[src/design/pciel_map.vh]
// constants for the pci target endian lane mapper
//
// Functional notes
// - the pci side is always little-endian, whatever the local order
// - local order comes from the global order bit; big-endian after reset
// - image invert bit flips the global order for this channel only
// - big-endian local bus: swap lanes so every byte keeps its address
// - little-endian local bus: bytes keep their lanes, addresses translate
// - local width from image data width field; 16-bit and 8-bit ports
// - tri-byte, misaligned or sparse writes become single-byte writes
// - little-endian 32-bit writes: size 01/10/00, address counted from lane 3
// - little-endian byte and low halfword writes replicate onto upper lanes
// - big-endian low address comes from the lowest enabled byte
// - big-endian writes reverse words and halfwords, bytes replicate
// - 16-bit port: word splits into two halfwords, halfword and byte issued singly
// - 8-bit port: word gives four bytes, halfword two, byte unchanged
// - little-endian reads: same encoding, bytes from own lane, no copies
// - big-endian reads: offset 00 from lane 3, reversed back to pci
// - tri-byte, misaligned or sparse reads become single-byte reads
// - packing decided only from byte enables and port size
`ifndef PCIEL_MAP_VH
`define PCIEL_MAP_VH

// ----------------------------------------------------------------------
// register map
// ----------------------------------------------------------------------
`define PCIEL_AW            8
`define PCIEL_OFS_MISC      8'h00
`define PCIEL_OFS_IMAGE     8'h04
`define PCIEL_OFS_STATUS    8'h08
`define PCIEL_BIT_ORDER     0
`define PCIEL_RST_ORDER     1'b1
`define PCIEL_BIT_INVERT    2
`define PCIEL_RST_INVERT    1'b0
`define PCIEL_RST_WIDTH     2'b00
`define PCIEL_BIT_BUSY      0
`define PCIEL_BIT_CNT_LO    4

// ----------------------------------------------------------------------
// encodings
// ----------------------------------------------------------------------
`define PCIEL_WID_32        2'b00
`define PCIEL_WID_16        2'b01
`define PCIEL_WID_8         2'b10
`define PCIEL_SIZ_WORD      2'b00
`define PCIEL_SIZ_BYTE      2'b01
`define PCIEL_SIZ_HALF      2'b10
`define PCIEL_U_WHOLE       2'b00
`define PCIEL_U_HALF        2'b01
`define PCIEL_U_BYTE        2'b10

`endif

[src/design/pciel_mapper.v]
// request fifo and endian lane mapper for the pci target channel
`timescale 1ns/1ps
`default_nettype none
`include "pciel_map.vh"

// ----------------------------------------------------------------------
// request fifo
// ----------------------------------------------------------------------
module pciel_fifo #(
  parameter W     = 37,
  parameter DEPTH = 4,
  parameter AW    = 2
) (
  input  wire          CLK,
  input  wire          SRST,
  input  wire          IN_VALID,
  output wire          IN_READY,
  input  wire [W-1:0]  IN_DATA,
  output wire          OUT_VALID,
  input  wire          OUT_READY,
  output wire [W-1:0]  OUT_DATA,
  output wire [AW:0]   COUNT
);
  reg  [W-1:0]  mem [0:DEPTH-1];
  reg  [AW-1:0] wp_r;
  reg  [AW-1:0] rp_r;
  reg  [AW:0]   cnt_r;
  wire          push;
  wire          pop;

  // full and empty come straight from the count
  assign IN_READY  = (cnt_r != DEPTH[AW:0]);
  assign OUT_VALID = (cnt_r != {(AW+1){1'b0}});
  assign OUT_DATA  = mem[rp_r];
  assign COUNT     = cnt_r;
  assign push      = IN_VALID & IN_READY;
  assign pop       = OUT_VALID & OUT_READY;

  // pointers wrap at depth; depth need not be a power of two
  always @(posedge CLK) begin
    if (SRST) begin
      wp_r  <= {AW{1'b0}};
      rp_r  <= {AW{1'b0}};
      cnt_r <= {(AW+1){1'b0}};
    end else begin
      if (push) begin
        wp_r <= (wp_r == DEPTH[AW-1:0] - 1'b1) ? {AW{1'b0}} : wp_r + 1'b1;
      end
      if (pop) begin
        rp_r <= (rp_r == DEPTH[AW-1:0] - 1'b1) ? {AW{1'b0}} : rp_r + 1'b1;
      end
      if (push & ~pop) begin
        cnt_r <= cnt_r + 1'b1;
      end else if (pop & ~push) begin
        cnt_r <= cnt_r - 1'b1;
      end
    end
  end

  // storage has no reset; only valid entries are ever read
  always @(posedge CLK) begin
    if (push) begin
      mem[wp_r] <= IN_DATA;
    end
  end
endmodule

// ----------------------------------------------------------------------
// mapper top
// ----------------------------------------------------------------------
module pciel_mapper #(
  parameter FIFO_DEPTH = 4,
  parameter FIFO_AW    = 2
) (
  input  wire                   CLK,
  input  wire                   SRST,
  input  wire                   PSEL,
  input  wire                   PENABLE,
  input  wire                   PWRITE,
  input  wire [`PCIEL_AW-1:0]   PADDR,
  input  wire [31:0]            PWDATA,
  output reg  [31:0]            PRDATA,
  output wire                   PREADY,
  output reg                    PSLVERR,
  input  wire                   PCI_REQ_VALID,
  output wire                   PCI_REQ_READY,
  input  wire                   PCI_REQ_WRITE,
  input  wire [3:0]             PCI_BE_N,
  input  wire [31:0]            PCI_WDATA,
  output reg                    PCI_DONE,
  output reg  [31:0]            PCI_RDATA,
  output wire                   LB_VALID,
  input  wire                   LB_READY,
  output reg                    LB_WRITE,
  output reg  [1:0]             LB_SIZE,
  output reg  [1:0]             LB_ADDR,
  output reg  [31:0]            LB_WDATA,
  input  wire [31:0]            LB_RDATA
);
  localparam S_IDLE  = 2'd0;
  localparam S_LOAD  = 2'd1;
  localparam S_ISSUE = 2'd2;
  localparam S_DONE  = 2'd3;

  reg  [1:0]  state_r;
  reg  [1:0]  state_nxt;
  reg         order_r;
  reg         invert_r;
  reg  [1:0]  width_r;
  reg         big_r;
  reg  [1:0]  unit_r;
  reg  [3:0]  rem_r;
  reg  [3:0]  cur_r;
  reg  [31:0] wdat_r;
  reg  [1:0]  unit_nxt;
  reg  [3:0]  sel;
  wire [36:0] fifo_out;
  wire        fifo_valid;
  wire        fifo_pop;
  wire [FIFO_AW:0] fifo_cnt;
  wire [3:0]  en;
  wire        is_word;
  wire        is_half;
  wire        is_byte;
  wire        apb_setup;
  wire        apb_wr;
  wire [31:0] rd_mapped;
  integer     i;

  // ----------------------------------------------------------------------
  // lane and address helpers
  // ----------------------------------------------------------------------
  function [31:0] bswap;
    input [31:0] d;
    begin
      bswap = {d[7:0], d[15:8], d[23:16], d[31:24]};
    end
  endfunction

  // index of the lowest enabled pci byte
  function [1:0] low_idx;
    input [3:0] m;
    begin
      casez (m)
        4'b???1: low_idx = 2'd0;
        4'b??10: low_idx = 2'd1;
        4'b?100: low_idx = 2'd2;
        default: low_idx = 2'd3;
      endcase
    end
  endfunction

  function [7:0] getb;
    input [31:0] d;
    input [1:0]  k;
    begin
      case (k)
        2'd0:    getb = d[7:0];
        2'd1:    getb = d[15:8];
        2'd2:    getb = d[23:16];
        default: getb = d[31:24];
      endcase
    end
  endfunction

  // transfer size from the number of bytes in one cycle
  function [1:0] size_of;
    input [3:0] m;
    begin
      if (m == 4'hf) begin
        size_of = `PCIEL_SIZ_WORD;
      end else if (m == 4'h3 || m == 4'hc) begin
        size_of = `PCIEL_SIZ_HALF;
      end else begin
        size_of = `PCIEL_SIZ_BYTE;
      end
    end
  endfunction

  // low local address of one cycle
  function [1:0] addr_of;
    input [3:0] m;
    input       big;
    begin
      if (big || m == 4'hf) begin
        addr_of = (m == 4'hf) ? 2'b00 : low_idx(m);
      end else if (size_of(m) == `PCIEL_SIZ_HALF) begin
        addr_of = 2'd2 - low_idx(m);
      end else begin
        addr_of = 2'd3 - low_idx(m);
      end
    end
  endfunction

  // write lane placement for one cycle, unused lanes driven low
  function [31:0] wmap;
    input [3:0]  m;
    input [31:0] d;
    input        big;
    reg   [7:0]  b;
    reg   [7:0]  hi;
    reg   [7:0]  lo;
    reg   [1:0]  a;
    begin
      b  = getb(d, low_idx(m));
      a  = addr_of(m, big);
      hi = big ? b : getb(d, low_idx(m) + 2'd1);
      lo = big ? getb(d, low_idx(m) + 2'd1) : b;
      if (size_of(m) == `PCIEL_SIZ_WORD) begin
        wmap = big ? bswap(d) : d;
      end else if (size_of(m) == `PCIEL_SIZ_HALF) begin
        // low halfword copied to both halves
        wmap = (a == 2'b10) ? {hi, lo, hi, lo} : {hi, lo, 16'h0000};
      end else begin
        // byte replication same in both orders
        case (a)
          2'b00:   wmap = {b, 24'h000000};
          2'b01:   wmap = {b, b, 16'h0000};
          2'b10:   wmap = {b, 8'h00, b, 8'h00};
          default: wmap = {b, b, 8'h00, b};
        endcase
      end
    end
  endfunction

  // next piece of the remaining bytes, lowest local address first
  function [3:0] pick;
    input [3:0] rem;
    input [1:0] unit;
    input       big;
    begin
      pick = rem;
      if (unit == `PCIEL_U_HALF) begin
        if (big) begin
          pick = (rem[1:0] != 2'b00) ? {2'b00, rem[1:0]} : {rem[3:2], 2'b00};
        end else begin
          pick = (rem[3:2] != 2'b00) ? {rem[3:2], 2'b00} : {2'b00, rem[1:0]};
        end
      end else if (unit == `PCIEL_U_BYTE) begin
        if (big) begin
          pick = rem & (~rem + 4'h1);
        end else if (rem[3]) begin
          pick = 4'h8;
        end else if (rem[2]) begin
          pick = 4'h4;
        end else if (rem[1]) begin
          pick = 4'h2;
        end else begin
          pick = 4'h1;
        end
      end
    end
  endfunction

  // ----------------------------------------------------------------------
  // request fifo
  // ----------------------------------------------------------------------
  pciel_fifo #(
    .W     (37),
    .DEPTH (FIFO_DEPTH),
    .AW    (FIFO_AW)
  ) u_fifo (
    .CLK       (CLK),
    .SRST      (SRST),
    .IN_VALID  (PCI_REQ_VALID),
    .IN_READY  (PCI_REQ_READY),
    .IN_DATA   ({PCI_REQ_WRITE, PCI_BE_N, PCI_WDATA}),
    .OUT_VALID (fifo_valid),
    .OUT_READY (fifo_pop),
    .OUT_DATA  (fifo_out),
    .COUNT     (fifo_cnt)
  );

  // fifo only drains while idle, so a busy local bus backs up pci
  assign fifo_pop = (state_r == S_IDLE);

  // ----------------------------------------------------------------------
  // apb slave
  // ----------------------------------------------------------------------
  assign PREADY    = 1'b1;
  assign apb_setup = PSEL & ~PENABLE;
  assign apb_wr    = PSEL & PENABLE & PWRITE;

  // config writes; a transfer in flight keeps what it latched
  always @(posedge CLK) begin
    if (SRST) begin
      order_r  <= `PCIEL_RST_ORDER;
      invert_r <= `PCIEL_RST_INVERT;
      width_r  <= `PCIEL_RST_WIDTH;
    end else if (apb_wr) begin
      if (PADDR == `PCIEL_OFS_MISC) begin
        order_r <= PWDATA[`PCIEL_BIT_ORDER];
      end
      if (PADDR == `PCIEL_OFS_IMAGE) begin
        width_r  <= PWDATA[1:0];
        invert_r <= PWDATA[`PCIEL_BIT_INVERT];
      end
    end
  end

  // read data and error prepared in setup, shown in the access cycle
  always @(posedge CLK) begin
    if (SRST) begin
      PRDATA  <= 32'h00000000;
      PSLVERR <= 1'b0;
    end else if (apb_setup) begin
      PRDATA  <= 32'h00000000;
      PSLVERR <= 1'b0;
      case (PADDR)
        `PCIEL_OFS_MISC:   PRDATA[`PCIEL_BIT_ORDER] <= order_r;
        `PCIEL_OFS_IMAGE:  PRDATA <= {29'h0, invert_r, width_r};
        `PCIEL_OFS_STATUS: begin
          PRDATA[`PCIEL_BIT_BUSY] <= (state_r != S_IDLE) | fifo_valid;
          PRDATA[`PCIEL_BIT_CNT_LO +: FIFO_AW+1] <= fifo_cnt;
        end
        default:           PSLVERR <= 1'b1;
      endcase
    end
  end

  // ----------------------------------------------------------------------
  // transfer classification
  // ----------------------------------------------------------------------
  // pci byte enables are little-endian lanes
  assign en      = ~fifo_out[35:32];
  assign is_word = (en == 4'hf);
  assign is_half = (en == 4'h3) || (en == 4'hc);
  assign is_byte = (en == 4'h1) || (en == 4'h2) || (en == 4'h4) ||
                   (en == 4'h8);

  // split from enables and port size only
  always @* begin
    unit_nxt = `PCIEL_U_BYTE;
    case (width_r)
      `PCIEL_WID_8:  unit_nxt = `PCIEL_U_BYTE;
      `PCIEL_WID_16: unit_nxt = is_word ? `PCIEL_U_HALF :
                                (is_half | is_byte) ? `PCIEL_U_WHOLE :
                                `PCIEL_U_BYTE;
      default:       unit_nxt = (is_word | is_half | is_byte) ?
                                `PCIEL_U_WHOLE : `PCIEL_U_BYTE;
    endcase
  end

  always @* begin
    sel = pick(rem_r, unit_r, big_r);
  end

  // ----------------------------------------------------------------------
  // cycle sequencer
  // ----------------------------------------------------------------------
  assign LB_VALID = (state_r == S_ISSUE);

  always @* begin
    state_nxt = state_r;
    case (state_r)
      S_IDLE:  if (fifo_valid) begin
                 state_nxt = (en == 4'h0) ? S_DONE : S_LOAD;
               end
      S_LOAD:  state_nxt = S_ISSUE;
      // pci finishes after the last cycle
      S_ISSUE: if (LB_READY) begin
                 state_nxt = (rem_r == 4'h0) ? S_DONE : S_LOAD;
               end
      S_DONE:  state_nxt = S_IDLE;
      default: state_nxt = S_IDLE;
    endcase
  end

  // big-endian reads reverse, little-endian reads do not
  assign rd_mapped = big_r ? bswap(LB_RDATA) : LB_RDATA;

  always @(posedge CLK) begin
    if (SRST) begin
      state_r   <= S_IDLE;
      big_r     <= 1'b1;
      unit_r    <= `PCIEL_U_WHOLE;
      rem_r     <= 4'h0;
      cur_r     <= 4'h0;
      wdat_r    <= 32'h00000000;
      LB_WRITE  <= 1'b0;
      LB_SIZE   <= `PCIEL_SIZ_WORD;
      LB_ADDR   <= 2'b00;
      LB_WDATA  <= 32'h00000000;
      PCI_DONE  <= 1'b0;
      PCI_RDATA <= 32'h00000000;
    end else begin
      state_r  <= state_nxt;
      PCI_DONE <= (state_nxt == S_DONE);
      case (state_r)
        S_IDLE: if (fifo_valid) begin
          // image invert flips the global order
          big_r     <= order_r ^ invert_r;
          // port width sets the cycle split
          unit_r    <= unit_nxt;
          rem_r     <= en;
          wdat_r    <= fifo_out[31:0];
          LB_WRITE  <= fifo_out[36];
          PCI_RDATA <= 32'h00000000;
        end
        S_LOAD: begin
          cur_r    <= sel;
          rem_r    <= rem_r & ~sel;
          LB_SIZE  <= size_of(sel);
          LB_ADDR  <= addr_of(sel, big_r);
          // copies on other lanes are for the peripheral to ignore
          LB_WDATA <= wmap(sel, wdat_r, big_r);
        end
        S_ISSUE: if (LB_READY & ~LB_WRITE) begin
          // each single-byte read fills only its own lane
          for (i = 0; i < 4; i = i + 1) begin
            if (cur_r[i]) begin
              PCI_RDATA[8*i +: 8] <= rd_mapped[8*i +: 8];
            end
          end
        end
        default: begin
        end
      endcase
    end
  end
endmodule
`default_nettype wire

[config.mk]
export PLATFORM = sky130hd
export DESIGN_NAME = pciel_mapper
export DESIGN_NICKNAME = d
export VERILOG_FILES = /design/src/design/pciel_mapper.v
export VERILOG_INCLUDE_DIRS = /design/src /design/src/design
export SDC_FILE = /design/constraint.sdc
export NUM_CORES = 1
export LEC_CHECK = 0
export BUFFER_PORTS_ARGS = -buffer_cell sky130_fd_sc_hd__buf_4
export CORE_MARGIN = 2
export CORE_UTILIZATION = 61
export DETAILED_ROUTE_END_ITERATION = 8
export PLACE_DENSITY = 0.86
export SYNTH_ARGS = -nofsm -noshare
export SYNTH_HDL_FRONTEND = slang
export SYNTH_HIERARCHICAL = 1
export SYNTH_SLANG_ARGS = --single-unit
[constraint.sdc]
create_clock -name CLK -period 4.91 [get_ports CLK]
set_clock_uncertainty 0.15 [all_clocks]
set_input_delay 0.491 -clock CLK [delete_from_list [all_inputs] [get_ports CLK]]
set_output_delay 0.491 -clock CLK [all_outputs]
set_load 0.1 [all_outputs]
; ---- Word-level counts from Yosys, hierarchy flattened
; Memory sizes are Yosys's and may differ from the RTL's. A register that Yosys moved wholly into a read port is not among the register bits.
; Cells that the tools add are included.
[totals]
regBits = 134
ram_bits = 148
out_inout_bits = 106
mem_count = 1
in_bits = 116
elab_cells = 198
[mem_list]
columns = memory, words, word_bits, rd, rd_ports_with_merged_regs, write_ports, line_no
row1 = u_fifo.mem, 4, 37, 1, 1, 1, pciel_mapper.v:24  ; reg [W-1:0] mem [0:DEPTH-1];
[classes]
bitwise_logic = 22
muxes = 75
n_eq_ne = 39
n_reduce_logical = 30
add_sub_neg = 8
[op_table]
columns = cell, n
row1 = $mux W32, 6
row2 = $mux W2, 38
row3 = $pmux W24 S3, 1
row4 = $pmux W32 S2, 1
row5 = $mux W8, 6
row6 = $pmux W8 S3, 2
row7 = $mux W4, 8
row8 = $eq A2 B2 Y1 const B, 13
row9 = $eq A4 B4 Y1 const B, 5
row10 = $mux W16, 1
row11 = $reduce_and A4 Y1, 4
row12 = $eq A2 B1 Y1 const B, 6
row13 = $eq A4 B2 Y1 const B, 3
row14 = $mux W3, 4
row15 = $not A4 Y4, 3
row16 = $reduce_bool A2 Y1, 6
row17 = $logic_not A2 Y1, 5
row18 = $ne A2 B1 Y1 const B, 5
row19 = $and A1 B1 Y1, 8
row20 = $and A4 B4 Y4, 2
row21 = $eq A8 B3 Y1 const B, 1
row22 = $eq A8 B4 Y1 const B, 1
row23 = $logic_not A4 Y1, 2
row24 = $logic_not A8 Y1, 1
row25 = other kinds (23), 42

; ---- Depth between registers and ports, before layout
; Gate-level depths: netlist of run 1.
[logic_depth]
word_depth = 27
mapped_depth = 10
depth_no_buf = 8

; ---- Cells and area by module
; The synthesis of run 1 kept the hierarchy.
[modules_own_cells]
columns = mod, n_inst, area_each_um2, cells_per_inst, seq_area_each_um2
row1 = pciel_mapper, 1, 7158.1, 912, 2522.4
row2 = pciel_fifo, 1, 5808.1, 241, 4624.4

; ---- Worst setup path before layout of run 1
; Ideal clock, no wire load.
[synth_path]
kind = register -> register
startpoint = reg u_fifo.cnt_r[0] (netlist: u_fifo/COUNT[0])
endpoint = reg u_fifo.cnt_r[2] (netlist: u_fifo/COUNT[2])
arrival_ns = 2.599
synth_period_minus_slack_ns = 2.819
slack_ns = 2.091
n_path_buf = 1
setup_ns = 0.070
path_stages_with_launch = 10
cell_sequence = dfxtp_1 -> or3b_1 -> clkbuf_2 -> and2_4 -> ha_1 -> inv_1 -> fa_1 -> xor2_1 -> or3_2 -> a21oi_1
[synth_via]
elab_chain_len = 5
[synth_rtl]
columns = item, line_no
row1 = from (decl), pciel_mapper.v:27  ; reg [AW:0] cnt_r;
row2 = from (signal assigned), pciel_mapper.v:44  ; cnt_r <= {(AW+1){1'b0}};
row3 = from (signal assigned), pciel_mapper.v:53  ; cnt_r <= cnt_r + 1'b1;
row4 = from (signal assigned), pciel_mapper.v:55  ; cnt_r <= cnt_r - 1'b1;
row5 = $ne A3 B3 Y1 *, pciel_mapper.v:32  ; assign IN_READY = (cnt_r != DEPTH[AW:0]);
row6 = via PCI_REQ_READY, pciel_mapper.v:86  ; output wire PCI_REQ_READY,
row7 = $and A1 B1 Y1 *, pciel_mapper.v:36  ; assign push = IN_VALID & IN_READY;
row8 = via u_fifo.push, pciel_mapper.v:28  ; wire push;
row9 = $not A1 Y1, pciel_mapper.v:54  ; end else if (pop & ~push) begin
row10 = $and A1 B1 Y1, pciel_mapper.v:54
row11 = $reduce_bool A2 Y1 (no source line), n/a
; The timed path passes the listed nets; every way through them passes the cells marked *. The select of a mux whose other input is x is not followed.
; A chain may end at the register's enable or synchronous reset.

; ---- Worst setup path in the final report of run 1
[layout_path]
startpoint = reg big_r
endpoint = reg LB_WDATA[17]
[layout_via]
elab_chain_len = 19
[layout_rtl]
columns = item, line_no
row1 = from (decl), pciel_mapper.v:110  ; reg big_r;
row2 = from (signal assigned), pciel_mapper.v:392  ; big_r <= order_r ^ invert_r;
row3 = "parallel branches: the longest is 18 deep, another holds $sub A2 B2 Y2", n/a
row4 = $mux W32 *, pciel_mapper.v:209  ; if (size_of(m) == `PCIEL_SIZ_WORD) begin
row5 = to (signal assigned), pciel_mapper.v:406  ; LB_WDATA <= wmap(sel, wdat_r, big_r);
row6 = to (decl), pciel_mapper.v:97  ; output reg [31:0] LB_WDATA,
; Every way passes the cells marked *. The select of a mux whose other input is x is not followed.

==> results of run 1 <==
[worst reg2reg max path: cells and delay by family, from the launching register on]
family	cells	cell delay [ns]
AOI/OAI and AO/OA	3	0.73
DFF	1	0.79
and+or+nand+nor	3	0.57
muxes	1	0.69
buffers and inverters	1	0.74
[cells by family after synthesis]
logic type / count (synthesis) / share of synthesized area (%)
compound gates: 259 / 13.5
xor+xnor: 4 / 0.270
fa+ha+maj: 9 / 0.926
buf+inv: 121 / 4.66
flops: 283 / 55.1
mux: 119 / 12.9
other cells: 2 / 0.0579
simple gates: 356 / 12.6
[layer usage]
layer,vias up,global-route usage (%)
li1,4553,-
met1,4692,38.9
met2,489,43.7
met3,56,4.30
met4,0,7.12
met5,-,0
[placed cells by master (no fill, tap or decap), types with 9 or more instances in the layout]
cell / n
mux2i_1: 73
nand3_1: 27
a221oi_1: 14
nor3_1: 44
a21oi_1: 105
nor2_1: 121
o211a_1: 9
buf_4: 179
nand2b_1: 11
conb_1: 27
nand2_1: 112
o21ai_1: 15
mux4_2: 37
edfxtp_1: 148
clkbuf_16: 29
o21ai_0: 32
dfxtp_1: 133
dlygate4sd3_1: 38
a211oi_1: 32
[flip-flops by register name, indices dropped and copies added (netlist names), 2 cells and up, named ones only]
signal and count:
LB_ADDR 2, LB_SIZE 2, LB_WDATA 32, PCI_RDATA 32, PRDATA 6, cur_r 4
pick.rem 4, pick.unit 2, state_r 2, u_fifo/COUNT 3, u_fifo/mem 148, u_fifo/rp_r 2
u_fifo/wp_r 2, wdat_r 32, width_r 2
[power breakdown]
group / total (mW) / internal (mW) / switching (mW)
logic: 4.19 / 1.28 / 2.92
clock network: 2.16 / 1.27 / 0.888
registers: 3.34 / 2.91 / 0.427
[synth_stat cells (all sizes together), types with 3 or more instances]
cell type and instances:
edfxtp 148, dfxtp 135, nor2 123, nand2 112
a21oi 105, mux2i 74, buf 58, clkbuf 55
o21ai 48, nor3 45, a211oi 38, mux4 37
nand3 28, a221oi 15, nand2b 11, o211a 9
o211ai 9, a22o 8, ha 8, inv 8
mux2 8, nand4 8, nor4 6, and3 5
a2111oi 4, or3 4, a22oi 3, a311oi 3
a31oi 3, and2 3, o311ai 3
[final cells by class]
class	instances	share of cell area [%]
Multi-Input combinational cell	774	34.3
Tap cell	275	2.22
Clock buffer	39	5.05
Sequential cell	283	46.1
Inverter	8	0.194
Clock inverter	13	0.952
Timing Repair Buffer	217	11.1
[repair_timing]
item | in CTS | in global routing
endpoints found under the hold margin | 149 | 0
resized for setup | 0 | 0
hold buffers | 38 | 0
buffers inserted | 0 | 0
[worst paths after layout]
check | startpoint | end
worst max-delay path | big_r | LB_WDATA[17]
worst min-delay path | PWDATA[2] | invert_r
worst max register to register | big_r | LB_WDATA[17]
worst min register to register | LB_SIZE[0] | LB_SIZE[0]
==> reports/results.tsv, run 1 <==
metric	value	unit
DRC Markers	0	
drt wl/cell	19.1	um
type of the most critical hold path	in2reg	
Least-Margin Pin Slew	1.10	ns
max-slew violation count	0	
first-pass GRT wire length	48400	um
met2 WL	14600	um
CP cell instances	buf_4 -> nand3b_1 -> o32a_1 -> nand2_1 -> mux2i_4 -> a2111oi_4 -> a2111oi_0 -> nor3_1	
Cell variety after synth	76	
FF+latch area	7150	sq um
top_reg_cell synth	edfxtp_1	
pin count of the biggest net entering global routing	87	
Seq/Total Area, Yosys	55.1	%
Crit path arrival time	4.07	ns
diodes inserted	0	
Setup crit end kind	flop	
Avg Synthesized Cell Area	11.2	sq um
max cap viols	0	
DR top layer	met4	
final instance count without filler cells	1609	
CTS root buffer	clkbuf_16	
WL met1	12800	um
Slew Limit Headroom	26.5	%
Mapped Cells	1153	
number of synthesized flops with an enable pin	148	
Routed Antenna Nets	0	
YS warnings	6	
async set-reset flop share out of synthesis	0	%
Vias	9790	
GPL Wtd Cong	0.886	
total global-route track usage	27.2	%
multi-input logic area	5330	sq um
# fillers	1373	
initial DRC count	963	
hold path cells	3	
Startpoint Class	flop	
initial antenna violation count	0	
via/cell ratio	6.08	
Worst path depth	8	
setup slack, reg-to-reg	1.08	ns
CTS tree	done	
vias in the first global route	9117	
R2R depth	8	
Final Util	74.0	%
Worst Setup Slack, final	1.08	ns
worst stage delay on the critical path	0.79	ns
crit path time final	3.83	ns
outcome	completed	
drt total wl	30800	um
hold slack	0.0193	ns
htree depth	1	
Core ar.	21000	sq um
total gr overflow	0	
VDD IR max	0.405	mV
layout cells sized above 1	22.3	%
post-synthesis cell area	13000	sq um
Fin Setup TNS	0	ns
chip height	150	um
period utilization	78.0	%
port bufs	165	
Final #Nets	1438	
WP buf/inv	1	
number of synthesized register bits	283	
total chip power	9.69	mW
die width	150	um
Ports	222	
Max Fclk	261	MHz
CTS Buffer Depth	3	
final setup vio count	0	
kind of critical path	reg2reg	
later-pin clock latency in the skew report	0.55	ns
Site Rows	53	
Worst Path Max Fanout	48	
largest cells by area after synthesis	edfxtp_1, dfxtp_1, mux4_2	
placed insts	1519	
first-pass iteration count of the detailed router	5	
final hold violations	0	
die area	22400	sq um
Finished Cell Area	15500	sq um
RSZ-0062 raised after global routing	no	
clock sinks	283	
total CTS buffers	29	
Place WS	1.26	ns
required time of the worst setup path	5.15	ns
post-DP HPWL	19200	um
PD cells	625	nW/um^2
Synth top area share	34.3	%
Reg clk slew, reported paths	0.06	ns
cell taking the most area after synthesis	edfxtp_1	
cell family with most CP delay	flip-flops	
initial cell density of the core	61.9	%
Leak	6.00	nW
DR WL met3	2740	um
Slowest cell on crit path	dfxtp_4	
Placed Area	14200	sq um
area grow syn2layout	19.6	%
Power figures use the tool's default switching activity.
==> inputs of run 2 (changes only) <==
Settings changed: CORE_UTILIZATION 61 to 56, PLACE_DENSITY 0.86 to 0.8.
Clock period 4.91 ns to 3.96 ns, I/O delays scaled along.
==> reports/results.tsv, run 2 (synthesis gave the netlist of run 1 again) <==
metric	value	unit	change
outcome	completed		
Post-CTS Setup Repair Bufs	0		unchanged
Worst Path Max Fanout	15		-69%
drt wl/cell	18.8	um	-1.5%
met3 usage	3.69	%	-0.60 points
layout cells sized above 1	22.8	%	+0.58 points
Final #Nets	1448		+0.70%
worst stage delay on the critical path	0.57	ns	-0.22 ns
die width	156	um	+4.3%
final setup vio count	0		unchanged
worst reg2reg endpoint	LB_WDATA[25]		
DRC Markers	0		unchanged
max cap viols	0		unchanged
critical path capture point	LB_WDATA[25]		
Placed Area	14300	sq um	+0.41%
crit path time final	3.24	ns	-0.586 ns
commonest cells after routing, fill and taps aside	buf_4, edfxtp_1, dfxtp_1		
commonest non-fill, non-tap cell in the layout	buf_4		
initial DRC count	900		-6.5%
PD cells	765	nW/um^2	+22%
max reg flops	148		unchanged
CP cell instances	nor2_1 -> o311a_1 -> nor4_1 -> mux2i_4 -> nor2_4 -> mux2i_1 -> a211oi_1		
pin count of the biggest net entering global routing	66		-24%
initial antenna violation count	0		unchanged
Fin Setup TNS	0	ns	unchanged
Finished Cell Area	15600	sq um	+0.35%
kind of critical path	reg2reg		
htree depth	1		unchanged
type of the most critical hold path	in2reg		
port bufs	165		unchanged
Core ar.	22700	sq um	+8.4%
Vias	9729		-0.62%
Place WS	0.859	ns	-0.399 ns
met2 Track Usage GR	41.0	%	-2.7 points
total global-route track usage	25.1	%	-2.1 points
met1 Use GR	35.3	%	-3.6 points
CTS root buffer	clkbuf_16		
via/cell ratio	5.97		-1.8%
Slowest cell on crit path	o311a_1		
area grow syn2layout	20.0	%	
Startpoint Class	flop		
Ports	222		unchanged
busiest grt layer	met2		
total gr overflow	0		unchanged
setup slack, reg-to-reg	0.72	ns	-0.36 ns
GPL Wtd Cong	0.895		+1.0%
period utilization	81.9	%	+3.9 points
vias in the first global route	9240		+1.3%
post-DP HPWL	19800	um	+3.2%
chip height	156	um	+4.3%
CTS tree	done		
diodes inserted	0		unchanged
RSZ-0062 raised after global routing	no		
Site Rows	55		+3.8%
Crit path arrival time	3.49	ns	-0.58 ns
Reg clk slew, reported paths	0.06	ns	about the same
Slew Limit Headroom	28.4	%	+2.0 points
initial cell density of the core	57.1	%	-4.8 points
first-pass iteration count of the detailed router	5		unchanged
total CTS buffers	29		unchanged
Routed Antenna Nets	0		unchanged
Max Fclk	308	MHz	+18%
VDD IR max	0.438	mV	+8.2%
clock sinks	283		unchanged
R2R depth	7		-1
Least-Margin Pin Slew	1.07	ns	-0.0347 ns
final hold violations	0		unchanged
Setup crit end kind	flop		
Worst Setup Slack, final	0.717	ns	-0.364 ns
CTS Buffer Depth	3		unchanged
largest register by flop count	u_fifo/mem		
die area	24400	sq um	+8.7%
first-pass GRT wire length	49000	um	+1.2%
Leak	6.03	nW	+0.52%
r2r startpoint	pick.rem[3]		
drt total wl	30700	um	-0.30%
worst setup path start	pick.rem[3]		
later-pin clock latency in the skew report	0.54	ns	about the same
hold slack	0.0353	ns	+0.0160 ns
max-slew violation count	0		unchanged
required time of the worst setup path	4.20	ns	-0.95 ns
run 2: power by group:
group | internal, mW | total (mW) | switching (mW) | leakage [nW]
logic | 1.61 | 5.22 | 3.62 | 3.14
clock network | 1.46 | 2.54 | 1.08 | 0.440
registers | 3.61 | 4.14 | 0.530 | 2.46
total | 6.67 | 11.9 | 5.23 | 6.03
run 2: final cells by class:
| type | instances | area [sq um] |
|---|---|---|
| sequential | 283 | 7150 |
| multi-input combinational | 774 | 5330 |
| fill | 1655 | 7150 |
| clock buffer | 40 | 787 |
| timing repair buffer | 227 | 1810 |
| inverter | 8 | 30.0 |
| tap | 285 | 357 |
| clock inverter | 12 | 100 |
run 2: worst min-delay path by stage:
stage / end / cells after the start / startpoint
2_1_floorplan: cur_r[2] / 2 / cur_r[2]
3_3_place_gp: LB_SIZE[0] / 2 / LB_SIZE[0]
3_5_place_dp: LB_SIZE[0] / 2 / LB_SIZE[0]
4_1_cts: PRDATA[2] / 4 / PENABLE
5_1_grt: PRDATA[2] / 4 / PENABLE
6_report: PRDATA[2] / 4 / PENABLE
run 2: metal layers:
metal | wire length (um) | part of all wire (%)
met5 | 0 | 0
met4 | 678 | 2.2
met3 | 2120 | 6.9
met2 | 14700 | 48
met1 | 13100 | 43
run 2: what timing repair did:
item / in CTS / in global routing
hold buffers: 42 / 0
endpoints found under the hold margin: 154 / 0
resized for setup: 0 / 0
run 2: worst max-delay path, delay by kind of cell (launching register included):
family / cells / cell delay [ns]
multiplexers: 2 / 0.62
AO/OA/AOI/OAI: 2 / 0.68
flip-flops: 1 / 0.52
AND/OR/NAND/NOR: 3 / 1.11
run 2: per-stage QoR:
step | util, % | cells | total power, mW
floorplan | - | 1178 | 8.10
global placement | 62.8 | 1535 | 9.17
finish | 68.5 | 1629 | 11.9
detailed placement | 62.8 | 1535 | 9.28
CTS | 68.5 | 1629 | 11.9
global route | 68.5 | 1629 | 12.5
==> inputs of run 3 (changes only) <==
Settings changed: CORE_UTILIZATION 56 to 51, PLACE_DENSITY 0.8 to 0.76.
Clock period 3.96 ns to 2.8 ns, I/O delays scaled along.
==> reports/results.tsv, run 3 (synthesis gave the netlist of run 1 again) <==
metric	value	unit	change
Worst Setup Slack, final	-0.0129	ns	-0.730 ns
hold path cells	5		+1
pin count of the biggest net entering global routing	73		+11%
commonest cells after routing, fill and taps aside	buf_4, edfxtp_1, dfxtp_1		
outcome	finished with violations		
first-pass GRT wire length	49200	um	+0.39%
layout cells sized above 1	25.6	%	+2.7 points
crit path time final	2.81	ns	-0.430 ns
Fin Setup TNS	-0.0129	ns	-0.0129 ns
final hold violations	0		unchanged
first-pass iteration count of the detailed router	5		unchanged
DRC Markers	0		unchanged
area grow syn2layout	24.9	%	
vias in the first global route	9475		+2.5%
die width	163	um	+4.7%
RSZ-0062 raised after global routing	yes		
Least-Margin Pin Slew	0.981	ns	-0.0861 ns
max cap viols	0		unchanged
htree depth	1		unchanged
kind of critical path	reg2reg		
largest register by flop count	u_fifo/mem		
drt wl/cell	18.1	um	-3.7%
violated checks	setup timing		
setup slack, reg-to-reg	-0.01	ns	-0.73 ns
total gr overflow	0		unchanged
Max Fclk	356	MHz	+15%
diodes inserted	0		unchanged
via/cell ratio	5.68		-4.9%
total CTS buffers	28		-3.4%
CTS root buffer	clkbuf_16		
Site Rows	58		+5.5%
CTS tree	done		
VDD IR max	0.947	mV	+120%
Core ar.	25000	sq um	+10%
GPL Wtd Cong	0.885		-1.2%
total chip power	17.5	mW	+47%
required time of the worst setup path	3.05	ns	-1.15 ns
max-slew violation count	0		unchanged
Worst Path Max Fanout	8		-7
CP cell instances	or3b_4 -> or4_4 -> a211oi_4 -> mux2i_4 -> buf_6 -> o211a_1 -> a21oi_1 -> a211oi_2		
initial DRC count	891		-1.0%
Reg clk slew, reported paths	0.06	ns	about the same
final setup vio count	1		+1
hold path start	LB_RDATA[7]		
Setup crit end kind	flop		
Slew Limit Headroom	34.2	%	+5.8 points
Crit path arrival time	3.06	ns	-0.43 ns
# fillers	1894		+14%
total global-route track usage	22.9	%	-2.2 points
Final Util	64.7	%	-3.8 points
Routed Antenna Nets	0		unchanged
period utilization	100	%	+19 points
port bufs	165		unchanged
initial antenna violation count	0		unchanged
worst stage delay on the critical path	0.48	ns	-0.09 ns
Startpoint Class	flop		
Leak	6.33	nW	+5.0%
die area	26700	sq um	+9.5%
Ports	222		unchanged
CTS Buffer Depth	3		unchanged
worst reg2reg endpoint	LB_WDATA[31]		
Slowest cell on crit path	or4_4		
hold endpoint	PCI_RDATA[7]		
Final #Nets	1493		+3.1%
clock sinks	283		unchanged
initial cell density of the core	51.8	%	-5.3 points
R2R depth	8		+1
later-pin clock latency in the skew report	0.56	ns	+0.02 ns
Vias	9761		+0.33%
max reg flops	148		unchanged
chip height	163	um	+4.7%
r2r startpoint	pick.unit[1]		
post-DP HPWL	20600	um	+4.1%
commonest non-fill, non-tap cell in the layout	buf_4		
PD cells	1080	nW/um^2	+41%
drt total wl	31200	um	+1.6%
type of the most critical hold path	in2reg		
-- run 3: routing by layer --
layer  vias to the layer above  global-route usage [%]  part of all wire [%]
li1                       4664                       -                     -
met1                      4698                    31.2                    44
met2                       346                    38.9                    48
met3                        53                    3.00                   6.0
met4                         0                    5.82                   2.1
met5                         -                       0                     0
-- run 3: timing repair --
item                                   CTS  global route
endpoints found under the hold margin  165             0
resized for setup                        2            12
pin swaps                                1             4
setup endpoints to repair               10            32
cloned                                   0             0
hold buffers                            52             0
buffers inserted                         3             4
-- run 3: area by class of cell --
cell class,count,area (sq um),share of cell area [%]
clock inverters,18,224,1.38
well taps,330,413,2.55
flip-flops and latches,283,7160,44.2
inverters,8,30.0,0.185
multi-input cells,774,5370,33.2
repair buffers,273,2250,13.9
clock buffers,33,749,4.63
-- run 3: worst max path at each step --
stage                      end             from  cells past startpoint  slack, ns
2_1_floorplan  u_fifo/COUNT[2]  u_fifo/COUNT[0]                      9       0.17
3_3_place_gp      LB_WDATA[25]     pick.unit[1]                      7       0.04
3_5_place_dp      LB_WDATA[25]     pick.unit[1]                      7    -0.0002
4_1_cts           LB_WDATA[17]     pick.unit[0]                      7      0.002
5_1_grt           LB_WDATA[22]     pick.unit[1]                      8      -0.05
6_report          LB_WDATA[31]     pick.unit[1]                      8      -0.01
-- run 3: through the flow --
stage | std cells | instance area [sq um] | setup WS, ns | hold WS, ns
CTS | 1715 | 16100 | 0.00191 | 0.00150
detailed placement | 1609 | 14600 | -0.000164 | 0.312
global route | 1719 | 16200 | -0.0466 | 0.0289
finish | 1719 | 16200 | -0.0129 | 0.00859
global placement | 1609 | 14600 | 0.0408 | 0.301
floorplan | 1178 | 13100 | 0.169 | 0.229
-- run 3: power breakdown --
part / switching, mW / internal, mW
clock: 1.60 / 2.29
sequential: 0.652 / 5.10
combinational: 5.27 / 2.60
-- run 3: critical path, delay by kind of cell, from the launching register on --
family,cells,cell delay (ns)
AND/OR/NAND/NOR,2,0.90
AO/OA/AOI/OAI,4,0.82
flip-flops,1,0.38
multiplexers,1,0.20
buffers and inverters,1,0.20
